File: config.mk
export PLATFORM = sky130hd
export DESIGN_NAME = tra_averager
export DESIGN_NICKNAME = d
export VERILOG_FILES = /design/src/tra_averager.v /design/src/tra_edge.v /design/src/tra_div.v
export VERILOG_INCLUDE_DIRS = /design/src
export SDC_FILE = /design/constraint.sdc
export NUM_CORES = 1
export LEC_CHECK = 0
export BUFFER_PORTS_ARGS = -buffer_cell sky130_fd_sc_hd__buf_4
export CAP_MARGIN = 10
export CORE_MARGIN = 3
export CORE_UTILIZATION = 40
export CTS_CLUSTER_DIAMETER = 60
export DETAILED_ROUTE_END_ITERATION = 7
export PLACE_DENSITY_LB_ADDON = 0.15
export SETUP_SLACK_MARGIN = 0.15
export SLEW_MARGIN = 0
export SYNTH_ARGS = -nofsm -noshare
export SYNTH_HDL_FRONTEND = slang
export SYNTH_SLANG_ARGS = --single-unit
export TNS_END_PERCENT = 100
File: constraint.sdc
create_clock -name ref_clk -period 10.6 [get_ports ref_clk]
set_input_delay 1.59 -clock ref_clk [delete_from_list [all_inputs] [get_ports ref_clk]]
set_output_delay 1.59 -clock ref_clk [all_outputs]
set_load 0.02 [all_outputs]
File: src/tra_map.vh
`ifndef TRA_MAP_VH
`define TRA_MAP_VH

// ----------------------------------------------------------------
// register byte offsets (32-bit words)
// ----------------------------------------------------------------
`define TRA_OFS_CTRL        5'h00
`define TRA_OFS_STATUS      5'h04
`define TRA_OFS_AVERAGE     5'h08
`define TRA_OFS_COUNT       5'h0C

// ----------------------------------------------------------------
// field positions
// ----------------------------------------------------------------
`define TRA_CTRL_CONT_BIT   0
`define TRA_CTRL_ENEV_BIT   1
`define TRA_STAT_DONE_BIT   0
`define TRA_STAT_RERR_BIT   1
`define TRA_STAT_BUSY_BIT   2
`define TRA_STAT_PEND_BIT   3

// ----------------------------------------------------------------
// reset values
// ----------------------------------------------------------------
`define TRA_RST_CONT        1'b0
`define TRA_RST_ENEV        1'b1

// ----------------------------------------------------------------
// timing counts and count limit
// ----------------------------------------------------------------
`define TRA_DIV_STEPS       7'h42
`define TRA_COUNT_MAX       32'h7FFFFFFF

`endif

File: src/tra_averager.v
`include "tra_map.vh"

// Overview of operation
// rising trigger captures sample into average
// controller supplies window length input
// one-time: stop at window, set complete
// one-time average within half a unit
// continuous: sliding window keeps updating
// continuous: recursive approximation, no sample store
// continuous: complete set at window, stays
// intermediate average shown while filling
// count and average outputs always driven
// triggers only while enabled, if evaluated
// clear forces count, average, complete zero
// controller avoids very large window lengths
// range error on out-of-range window
// one-time mode after reset
// signed sample/average, unsigned count/window
// average plus difference over window
module tra_averager #(
    parameter DATA_W = 32
) (
    input  wire                     ref_clk,
    input  wire                     rst,
    // controller side
    input  wire                     sample_trigger,
    input  wire signed [DATA_W-1:0] sample_value_in,
    input  wire        [DATA_W-1:0] window_length_in,
    input  wire                     enable_in,
    input  wire                     clear_request,
    output wire signed [DATA_W-1:0] average_out,
    output wire        [DATA_W-1:0] sample_count_out,
    output wire                     average_complete,
    output wire                     range_error,
    // avalon-mm slave
    input  wire [4:0]               avs_address,
    input  wire                     avs_read,
    input  wire                     avs_write,
    input  wire [31:0]              avs_writedata,
    input  wire [3:0]               avs_byteenable,
    output wire [31:0]              avs_readdata,
    output wire                     avs_waitrequest
);
    // ----------------------------------------------------------------
    // declarations
    // ----------------------------------------------------------------
    // register state
    reg                      mode_cont_q;
    reg                      en_eval_q;
    reg                      ack_q;
    reg  [31:0]              rdata_q;
    reg  signed [63:0]       sum_q;
    reg  [DATA_W-1:0]        count_q;
    reg  signed [DATA_W-1:0] avg_q;
    reg                      done_q;
    reg                      rerr_q;
    reg                      fill_op_q;
    reg                      pend_q;
    reg  signed [DATA_W-1:0] pend_val_q;

    // datapath nets
    wire                     enabled;
    wire                     trig_pulse;
    wire                     div_busy;
    wire                     div_done;
    wire signed [31:0]       div_quot;
    wire                     blocked;
    wire                     take_now;
    wire                     go;
    wire signed [DATA_W-1:0] x_sel;
    wire                     filling;
    wire [DATA_W-1:0]        win_div;
    reg  signed [63:0]       div_num;
    reg  [31:0]              div_den;
    reg  signed [63:0]       new_sum;
    wire                     bus_req;
    wire                     bus_wr_take;
    wire                     ctrl_wr;
    wire                     div_idle;
    wire                     win_bad;

    // sign-extend a sample-width value to the 64-bit accumulator width
    function [63:0] sext64;
        input [DATA_W-1:0] v;
        begin
            sext64 = {{(64-DATA_W){v[DATA_W-1]}}, v};
        end
    endfunction

    // status word assembled from the block's own state
    function [31:0] status_word;
        input done;
        input rerr;
        input busy;
        input pend;
        begin
            status_word                     = 32'h00000000;
            status_word[`TRA_STAT_DONE_BIT] = done;
            status_word[`TRA_STAT_RERR_BIT] = rerr;
            status_word[`TRA_STAT_BUSY_BIT] = busy;
            status_word[`TRA_STAT_PEND_BIT] = pend;
        end
    endfunction

    // ----------------------------------------------------------------
    // avalon-mm slave, one wait state on every access
    // ----------------------------------------------------------------
    assign bus_req         = avs_read | avs_write;
    assign avs_waitrequest = bus_req & ~ack_q;
    // map: 0x00 control (bit 0 continuous, bit 1 enable evaluation),
    // 0x04 status (complete, range error, busy, held trigger),
    // 0x08 average, 0x0C sample count; writes outside control
    // are dropped and unmapped reads return zero
    assign bus_wr_take     = avs_write & ack_q;
    assign avs_readdata    = rdata_q;

    // control write needs lane 0, which holds both control bits
    assign ctrl_wr = bus_wr_take & (avs_address == `TRA_OFS_CTRL) & avs_byteenable[0];

    // ack toggles so each request sees exactly one wait cycle
    // and a held request never sees two accepts in a row
    always @(posedge ref_clk) begin
        if (rst) begin
            ack_q <= 1'b0;
        end else begin
            ack_q <= bus_req & ~ack_q;
        end
    end

    // read data registered in the wait cycle, unmapped reads zero
    // readdata then holds until the next read
    always @(posedge ref_clk) begin
        if (rst) begin
            rdata_q <= 32'h00000000;
        end else if (avs_read && !ack_q) begin
            case (avs_address)
                `TRA_OFS_CTRL: begin
                    rdata_q <= {30'h00000000, en_eval_q, mode_cont_q};
                end
                `TRA_OFS_STATUS: begin
                    rdata_q <= status_word(done_q, rerr_q, div_busy, pend_q);
                end
                `TRA_OFS_AVERAGE: begin
                    rdata_q <= avg_q;
                end
                `TRA_OFS_COUNT: begin
                    rdata_q <= count_q;
                end
                default: begin
                    rdata_q <= 32'h00000000;
                end
            endcase
        end
    end

    // control register: mode and enable evaluation, lane 0 only
    always @(posedge ref_clk) begin
        if (rst) begin
            mode_cont_q <= `TRA_RST_CONT;
            en_eval_q   <= `TRA_RST_ENEV;
        end else if (ctrl_wr) begin
            mode_cont_q <= avs_writedata[`TRA_CTRL_CONT_BIT];
            en_eval_q   <= avs_writedata[`TRA_CTRL_ENEV_BIT];
        end
    end

    // ----------------------------------------------------------------
    // trigger capture and acceptance
    // ----------------------------------------------------------------
    // enable gates edges only while enable evaluation is on
    assign enabled = ~en_eval_q | enable_in;

    // the detector remembers a high level through reset, so a
    // trigger already high when reset ends is not an edge
    tra_edge u_edge (
        .ref_clk    (ref_clk),
        .rst        (rst),
        .level_in   (sample_trigger),
        .gate_in    (enabled),
        .rise_pulse (trig_pulse)
    );

    // divider idle: no run in progress and no result about to land
    assign div_idle = ~div_busy & ~div_done;

    // one-time mode refuses triggers as soon as the window is full,
    // not only once the completion flag catches up a cycle later
    assign blocked  = ~mode_cont_q & (done_q | ~filling);
    assign take_now = div_idle & ~blocked & ~clear_request;
    assign go       = take_now & (pend_q | trig_pulse);
    assign x_sel    = pend_q ? pend_val_q : sample_value_in;
    assign filling  = count_q < window_length_in;
    // a zero window divides by one so the divider never sees zero
    assign win_div  = (window_length_in == 32'h00000000) ? 32'h00000001 : window_length_in;

    // one-deep hold for an edge that lands while a division runs
    // a second edge in the same run overwrites the held sample
    always @(posedge ref_clk) begin
        if (rst || clear_request) begin
            pend_q     <= 1'b0;
            pend_val_q <= 32'h00000000;
        end else if (trig_pulse && !blocked && (div_busy || div_done || (pend_q && take_now))) begin
            pend_q     <= 1'b1;
            pend_val_q <= sample_value_in;
        end else if (go) begin
            pend_q     <= 1'b0;
        end else if (blocked) begin
            pend_q     <= 1'b0;
        end
    end

    // ----------------------------------------------------------------
    // division operands
    // ----------------------------------------------------------------
    // the divider rounds half away from zero and takes 66 cycles;
    // a trigger arriving meanwhile waits in the hold register; the
    // sum is only kept while filling, the recursive step needs none
    always @* begin
        new_sum = sum_q + sext64(x_sel);
        if (filling) begin
            // exact mean of the samples so far
            div_num = new_sum;
            div_den = count_q + 32'h00000001;
        end else begin
            // recursive step: (x - avg) / window
            div_num = sext64(x_sel) - sext64(avg_q);
            div_den = win_div;
        end
    end

    // clear aborts a running division so a stale result never lands
    tra_div u_div (
        .ref_clk      (ref_clk),
        .rst          (rst),
        .start_in     (go),
        .kill_in      (clear_request),
        .dividend_in  (div_num),
        .divisor_in   (div_den),
        .busy_out     (div_busy),
        .done_pulse   (div_done),
        .quotient_out (div_quot)
    );

    // ----------------------------------------------------------------
    // average state
    // ----------------------------------------------------------------
    // count and average move together on the divider's done pulse while filling, the recursive step moves only the average;
    // the count saturates so it never wraps back to zero
    always @(posedge ref_clk) begin
        if (rst || clear_request) begin
            sum_q     <= 64'h0000000000000000;
            count_q   <= 32'h00000000;
            avg_q     <= 32'h00000000;
            fill_op_q <= 1'b0;
        end else begin
            if (go) begin
                fill_op_q <= filling;
                if (filling) begin
                    sum_q <= new_sum;
                end
            end
            if (div_done) begin
                if (fill_op_q) begin
                    avg_q <= div_quot;
                    if (count_q != `TRA_COUNT_MAX) begin
                        count_q <= count_q + 32'h00000001;
                    end
                end else begin
                    avg_q <= avg_q + div_quot;
                end
            end
        end
    end

    // completion flag: set once count reaches window, then holds;
    // waiting for an idle divider keeps it in step with the count
    always @(posedge ref_clk) begin
        if (rst || clear_request) begin
            done_q <= 1'b0;
        end else if (div_idle && !filling) begin
            done_q <= 1'b1;
        end
    end

    // a window length with the top bit set lies outside the
    // non-negative range; every 32-bit sample is within range
    assign win_bad = window_length_in[DATA_W-1];

    // range error: registered copy of the window check
    always @(posedge ref_clk) begin
        if (rst) begin
            rerr_q <= 1'b0;
        end else begin
            rerr_q <= win_bad;
        end
    end

    // ----------------------------------------------------------------
    // outputs
    // ----------------------------------------------------------------
    // all controller-side outputs come straight from flip-flops
    assign average_out      = avg_q;
    assign sample_count_out = count_q;
    assign average_complete = done_q;
    assign range_error      = rerr_q;
endmodule

File: src/tra_edge.v
// ----------------------------------------------------------------
// rising edge detector, gated by the enable condition
// ----------------------------------------------------------------
module tra_edge (
    input  wire ref_clk,
    input  wire rst,
    input  wire level_in,
    input  wire gate_in,
    output wire rise_pulse
);
    reg         prev_q;

    // remember last level so only a 0 to 1 change counts
    always @(posedge ref_clk) begin
        if (rst) begin
            prev_q <= 1'b1;
        end else begin
            prev_q <= level_in;
        end
    end

    assign rise_pulse = level_in & ~prev_q & gate_in;
endmodule

File: src/tra_div.v
`include "tra_map.vh"

// ----------------------------------------------------------------
// sequential signed divider, result rounded to nearest
// ----------------------------------------------------------------
module tra_div (
    input  wire               ref_clk,
    input  wire               rst,
    input  wire               start_in,
    input  wire               kill_in,
    input  wire signed [63:0] dividend_in,
    input  wire        [31:0] divisor_in,
    output wire               busy_out,
    output reg                done_pulse,
    output reg  signed [31:0] quotient_out
);
    reg        [65:0] num_q;
    reg        [33:0] rem_q;
    reg        [32:0] den_q;
    reg               neg_q;
    reg               run_q;
    reg        [6:0]  step_q;
    reg        [63:0] mag;
    reg        [33:0] rem_sh;
    reg        [33:0] rem_dif;

    // magnitude of the dividend and one restoring step
    always @* begin
        mag     = dividend_in[63] ? (~dividend_in + 64'h0000000000000001) : dividend_in;
        rem_sh  = {rem_q[32:0], num_q[65]};
        rem_dif = rem_sh - {1'b0, den_q};
    end

    // |a|/d rounded = (2|a| + d) / (2d), one quotient bit per cycle
    always @(posedge ref_clk) begin
        if (rst || kill_in) begin
            num_q        <= 66'h0;
            rem_q        <= 34'h0;
            den_q        <= 33'h0;
            neg_q        <= 1'b0;
            run_q        <= 1'b0;
            step_q       <= 7'h00;
            done_pulse   <= 1'b0;
            quotient_out <= 32'h00000000;
        end else if (start_in && !run_q) begin
            num_q      <= {1'b0, mag, 1'b0} + {34'h0, divisor_in};
            den_q      <= {divisor_in, 1'b0};
            rem_q      <= 34'h0;
            neg_q      <= dividend_in[63];
            run_q      <= 1'b1;
            step_q     <= `TRA_DIV_STEPS;
            done_pulse <= 1'b0;
        end else if (run_q) begin
            if (!rem_dif[33]) begin
                rem_q <= rem_dif;
                num_q <= {num_q[64:0], 1'b1};
            end else begin
                rem_q <= rem_sh;
                num_q <= {num_q[64:0], 1'b0};
            end
            step_q <= step_q - 7'h01;
            if (step_q == 7'h01) begin
                run_q      <= 1'b0;
                done_pulse <= 1'b1;
                if (!rem_dif[33]) begin
                    quotient_out <= neg_q ? -({num_q[30:0], 1'b1}) : {num_q[30:0], 1'b1};
                end else begin
                    quotient_out <= neg_q ? -({num_q[30:0], 1'b0}) : {num_q[30:0], 1'b0};
                end
            end
        end else begin
            done_pulse <= 1'b0;
        end
    end

    assign busy_out = run_q;
endmodule

==> run_results.csv, run 1 <==
group,metric,value,unit
synth,synthCells,4179,
synth,ys.flop_type,"dfxtp_1",
synth,synth-compound-area-share,26.3,%
synth,synthesis.area,31200,µm²
worst_setup_path,worstSetupStartpointType,"input port",
placed_design,dp_hpwl,85.3,mm
clock_network,clock-sinks,373,
clock_network,clkLatencyLatePin,0.65,ns
sta,fmaxAchievable,106,MHz
sta,whs,0.452,ns
worst_setup_path,startpoint,"sample_value_in[6]",
floorplan,die_w,285,µm
worst_setup_path,setup.worst_path.end_class,"flop",
synth,synth_top_family_by_area,"compound AO/OA/AOI/OAI gates",
sta,tns,0,ns
synth,synth-xor-area-share,8.19,%
synth,avgSynthCellArea,7.48,µm²
floorplan,die_area,81500,µm²
finish,nets,4599,
worst_setup_path,crit_fanout,19,
floorplan,initial_utilization,40.7,%
finish,utilization,46.2,%
clock_network,post_cts_buffers,0,
route,drcViolationCount,0,
grt,grt.overflow.total,0,
sta,final-setup-viol-count,0,
min_path,min_path_type,"reg -> reg",
grt,grt_max_degree,88,
placed_design,post_dp_cell_area,33600,µm²
sta,hold_violations,0,
floorplan,die_h,285,µm
sta,layout_setup_ws,1.14,ns
clock_network,hold_buffers,0,
synth,yosysSeqAreaShare,23.9,%
synth,synth-warning-count,0,
finish,instances_no_fill,5334,
grt,grt_pass1_vias,29119,
finish,drive_gt1_share,10.9,%
sta,min_period,9.46,ns
grt,grt_usage,26.4,%
finish,design_area,35500,µm²
route,detail_route.wl_per_cell,20.9,µm
power,ir_worst_vdd,119,µV
sta,worstMarginPinSlew,1.30,ns
placed_design,io_buffer_count,177,
synth,yosys.area_share.simple,22.6,%
sta,period_share,89.2,%
sta,finalClockSkew,0.0525,ns
route,first_pass_iters,5,
grt,antenna_found_initial,2,
finish,area_delta_synth_final,13.5,%
floorplan,core,76700,µm²
worst_setup_path,critPathKind,"in -> reg",
synth,synth_cell_types,100,
synth,ys_seq_elements,373,
clock_network,cts_root_buffer,"clkbuf_16",
clock_network,htreeDepth,2,
worst_setup_path,slowest_delay,0.58,ns
floorplan,rows,101,
worst_setup_path,crit_path_end,"u_div.num_q[58]",
outcome,status,"finished, final reports clean",
power,power,3.90,mW
placed_design,place_inst,5232,
route,vias_per_cell,5.86,
synth,syn-num-nets,4521,
run,drv_cap,0,
worst_setup_path,required,11.14,ns
min_path,min_from,"u_div.den_q[12]",
synth,synth_edf_count,0,
synth,synthAdderAreaFrac,9.36,%
route,wl,111,mm
grt,grt_first_pass_wirelength,172,mm
route,antenna_left,0,
worst_setup_path,ff2ff_path_depth,36,
power,p_leak,14.3,nW
worst_setup_path,r2r_setup_slack,1.15,ns
clock_network,cts_tree,"built",
clock_network,cts.repair.resized,0,
clock_network,clockBufferDepth,3,
worst_setup_path,cp.arrival,10.00,ns
worst_setup_path,slowest_stage,"or4_1",
placed_design,place.gp.congestion,0.924,
route,drtIter0Drc,2577,
sta,rsz0062_at_grt,"no",
power,power.density,110,nW/µm²
floorplan,io_pins,211,
route,num_vias,31244,
worst_setup_path,rr_endpoint,"u_div.num_q[58]",
clock_network,path_clk_slew,0.06,ns
synth,synthMuxAreaShare,4.67,%
synth,async_reset_ff_share,0,%
clock_network,cts_buffers,53,
sta,slew_headroom,12.5,%
placed_design,pre_cts_ws,0.550,ns
worst_setup_path,crit_top_cell,"a21oi_1",
worst_setup_path,regToRegStartpoint,"pend_q",
sta,final-max-slew-violation-count,0,
report_power, final:
part | switching [mW] | leakage, nW | internal [mW]
sequential | 0.00950 | 3.01 | 1.41
clock | 0.761 | 0.889 | 1.10
combinational | 0.383 | 10.4 | 0.229
total | 1.15 | 14.3 | 2.74
layout make-up:
class | count | area (µm²)
inverter | 173 | 649
antenna | 3 | 7.51
fill | 7892 | 41200
sequential | 373 | 7470
timing repair buffer | 255 | 1930
clock buffer | 69 | 1490
tap | 1030 | 1290
clock inverter | 30 | 353
multi-input combinational | 3401 | 22300
flip-flops by register name, indices dropped and copies added (netlist names), 7 cells and up:
register,flops
sample_count_out,32
u_div.step_q,7
pend_val_q,32
sum_q,64
u_div.den_q,32
avs_readdata,32
u_div.num_q,66
u_div.rem_q,33
u_div.quotient_out,32
average_out,32
cells by family (layout without fill, tap and decap cells):
| kind of cell | count (synthesis) | after routing |
|---|---|---|
| other | 0 | 3 |
| AO/OA/AOI/OAI | 1246 | 1246 |
| buffers and inverters | 405 | 527 |
| XOR/XNOR | 292 | 292 |
| flip-flops | 373 | 373 |
| multiplexers | 141 | 141 |
| AND/OR/NAND/NOR | 1491 | 1491 |
| adder cells (fa/ha/maj) | 231 | 231 |
worst min path at each step:
stage               slack, ns  cells past startpoint         endpoint
floorplan                0.44                      2  u_div.den_q[10]
global placement         0.44                      2  u_div.den_q[12]
detailed placement       0.45                      2  u_div.den_q[12]
CTS                      0.46                      2  u_div.den_q[12]
global route             0.48                      2  u_div.den_q[11]
finish                   0.45                      2  u_div.den_q[12]
cell usage in the layout, fill, tap and decap left out, drive strengths merged, types with 81 or more instances in the layout:
cell type  count
buf          255
nor3         126
o21ai        256
inv          180
a21oi        375
xnor2        157
mux2i        104
nand2        455
nand3         95
a21o          81
xor2         135
ha           225
nor2         415
dfxtp        373
synthesized netlist by cell type (10+ instances only):
library cell | number | area [µm²]
dfxtp_1 | 373 | 7470
a41oi_1 | 10 | 87.6
o211ai_1 | 35 | 263
o31ai_1 | 32 | 240
nor2b_1 | 27 | 169
xor2_1 | 135 | 1180
a211o_1 | 22 | 193
nor3b_1 | 11 | 82.6
o21ai_0 | 250 | 1250
nor4_1 | 36 | 225
xnor2_1 | 157 | 1380
and4_1 | 12 | 105
or3_1 | 61 | 382
a2111oi_0 | 12 | 105
buf_1 | 24 | 90.1
mux2_2 | 37 | 417
a31oi_1 | 40 | 250
nand4_1 | 52 | 325
a221o_1 | 11 | 110
nand3_1 | 94 | 470
o41ai_1 | 26 | 228
a221oi_1 | 36 | 315
o221ai_1 | 36 | 315
clkbuf_1 | 197 | 739
a22oi_1 | 23 | 173
inv_1 | 173 | 649
a211oi_1 | 67 | 503
and3_1 | 49 | 307
o21bai_1 | 24 | 180
or4_1 | 16 | 120
or2_2 | 28 | 175
ha_1 | 225 | 2820
nand2_1 | 455 | 1710
a21o_1 | 81 | 608
nand2b_1 | 35 | 219
nor3_1 | 125 | 626
o31a_1 | 19 | 166
nor2_1 | 415 | 1560
o21a_1 | 28 | 210
o22ai_1 | 14 | 87.6
a21oi_1 | 374 | 1870
and2_1 | 38 | 238
mux2i_1 | 104 | 1040
critical path: cells and delay by family:
kind	cells	cell delay [ns]
AO/OA/AOI/OAI	17	3.77
XOR/XNOR	1	0.32
adder cells (fa/ha/maj)	2	0.71
buffers and inverters	3	0.47
multiplexers	2	0.61
AND/OR/NAND/NOR	11	2.52
layer usage:
layer  up-vias  global-route usage [%]  share of wire [%]  routed length [µm]
li1      15417                       -                  -                   -
met3       151                    3.96                7.3                8090
met2       929                    42.3                 44               49300
met4         4                    7.46                2.7                2980
met1     14743                    36.9                 46               51100
met5         -                       0              0.024                  27
(Power assumes the default switching activity.)
==> run 2, diff against run 1 <==
--- a/config.mk
+++ b/config.mk
@@ -12,7 +12,7 @@
 export CORE_UTILIZATION = 40
 export CTS_CLUSTER_DIAMETER = 60
 export DETAILED_ROUTE_END_ITERATION = 7
-export PLACE_DENSITY_LB_ADDON = 0.15
+export PLACE_DENSITY = 0.61
 export SETUP_SLACK_MARGIN = 0.15
 export SLEW_MARGIN = 0
 export SYNTH_ARGS = -nofsm -noshare
==> run_results.csv, run 2 (synthesis gave the netlist of run 1 again) <==
group,metric,value,unit
grt,grt_most_used_layer,"met2",
power,clkPwrFrac,45.9,%
route,first_pass_iters,6,
outcome,status,"finished, final reports clean",
grt,grt_max_degree,109,
power,power_frac_comb,16.2,%
placed_design,io_buffer_count,177,
route,antenna_left,0,
finish,final_common_cell,"nand2_1",
route,detail_route.wl_per_cell,20.3,µm
finish,drive_gt1_share,10.3,%
power,p_sw,1.10,mW
clock_network,cts_tree,"built",
clock_network,post_cts_buffers,0,
grt,globalRouteMet2Util,39.9,%
sta,fmaxAchievable,103,MHz
finish,nets,4576,
finish,design_area,35200,µm²
power,internal_power,2.66,mW
worst_setup_path,cp.arrival,10.28,ns
sta,hold_violations,0,
worst_setup_path,critPathKind,"in -> reg",
sta,slew_headroom,18.6,%
placed_design,pre_cts_ws,0.394,ns
sta,worstMarginPinSlew,1.21,ns
grt,grt_use_met1,36.2,%
grt,grt_usage,25.4,%
worst_setup_path,setup.worst_path.end_class,"flop",
power,seq_power_share,37.8,%
sta,whs,0.453,ns
floorplan,core,76700,µm²
finish,largest_register_ffs,66,
placed_design,place_inst,5213,
sta,finalClockSkew,0.0162,ns
worst_setup_path,slowest_delay,0.58,ns
grt,antenna_found_initial,1,
worst_setup_path,crit_fanout,19,
worst_setup_path,worstSetupStartpointType,"input port",
power,ir_worst_vdd,118,µV
floorplan,die_area,81500,µm²
worst_setup_path,required,11.13,ns
worst_setup_path,slowest_stage,"or4_1",
clock_network,cts_buffers,49,
run,drv_cap,0,
finish,instances_no_fill,5303,
finish,top_regs,"u_div.num_q x66, sum_q x64, u_div.rem_q x33",
finish,area_delta_synth_final,12.6,%
placed_design,post_dp_cell_area,33500,µm²
finish,layout.cells.most_common_list,"nand2_1 (453), nor2_1 (411), a21oi_1 (373), dfxtp_1 (369), o21ai_0 (250)",
sta,layout_setup_ws,0.847,ns
worst_setup_path,crit_top_cell,"a21oi_1",
sta,period_share,92.0,%
floorplan,initial_utilization,40.7,%
finish,largest_register,"u_div.num_q",
route,drcViolationCount,0,
clock_network,clkLatencyLatePin,0.61,ns
clock_network,cts_root_buffer,"clkbuf_16",
sta,tns,0,ns
grt,grt_pass1_vias,28433,
sta,min_period,9.75,ns
sta,rsz0062_at_grt,"no",
grt,use_met3,4.32,%
sta,final-max-slew-violation-count,0,
route,num_vias,31198,
route,vias_per_cell,5.88,
grt,grt.overflow.total,0,
power,power.density,107,nW/µm²
clock_network,path_clk_slew,0.06,ns
power,power_switching_share,29.3,%
finish,utilization,45.8,%
sta,final-setup-viol-count,0,
clock_network,clock-sinks,373,
route,wl,108,mm
placed_design,place.gp.congestion,0.951,
floorplan,die_h,285,µm
finish,antenna_cells,0,
floorplan,rows,101,
power,power,3.76,mW
route,drtIter0Drc,2756,
floorplan,io_pins,211,
clock_network,clockBufferDepth,3,
placed_design,dp_hpwl,82.9,mm
power,p_leak,14.1,nW
clock_network,htreeDepth,2,
finish,fillers,7798,
floorplan,die_w,285,µm
min_path,min_path_type,"reg -> reg",
grt,grt_first_pass_wirelength,166,mm
==> run 2: timing repair <==
| item | in CTS | in global routing |
|---|---|---|
| gates resized for setup | 0 | 1 |
| hold buffers | 0 | 0 |
| setup endpoints to repair | 0 | 1 |
==> run 2: cell type report <==
cell class	instances	area (µm²)	share of cell area, %
multi-input cells	3401	22300	63.4
repair buffers	236	1800	5.11
flip-flops and latches	373	7480	21.3
well taps	1030	1290	3.66
clock inverters	23	258	0.733
clock buffers	67	1420	4.02
inverters	173	649	1.85
==> run 2: worst max-delay path, delay by kind of cell <==
family	cells	cell delay [ns]
adder cells (fa/ha/maj)	2	0.83
buffers and inverters	2	0.31
AO/OA/AOI/OAI	16	3.70
AND/OR/NAND/NOR	12	2.88
multiplexers	2	0.67
XOR/XNOR	1	0.25
==> run 2: power groups by stage <==
stage	logic, mW	clock network, mW	registers, mW
final	0.611	1.73	1.42
after CTS	0.603	1.76	1.42
after detailed placement	0.600	0	1.45
after global routing	0.671	1.81	1.42
after floorplan	0.421	0	1.46
after global placement	0.599	0	1.45
==> run 2: layer usage <==
metal / vias up / share of wire (%)
li1: 15407 / -
met1: 14696 / 47
met2: 969 / 43
met3: 124 / 7.5
met4: 2 / 2.5
met5: - / 0.012
==> run 2: path summary, 6_finish.rpt <==
check                      start               to  slack (ns)  cells after the start
min reg2reg      u_div.den_q[13]  u_div.den_q[13]        0.45                      2
max          sample_value_in[17]  u_div.num_q[58]        0.85                     35
max reg2reg               pend_q  u_div.num_q[58]        1.07                     34
min              u_div.den_q[13]  u_div.den_q[13]        0.45                      2
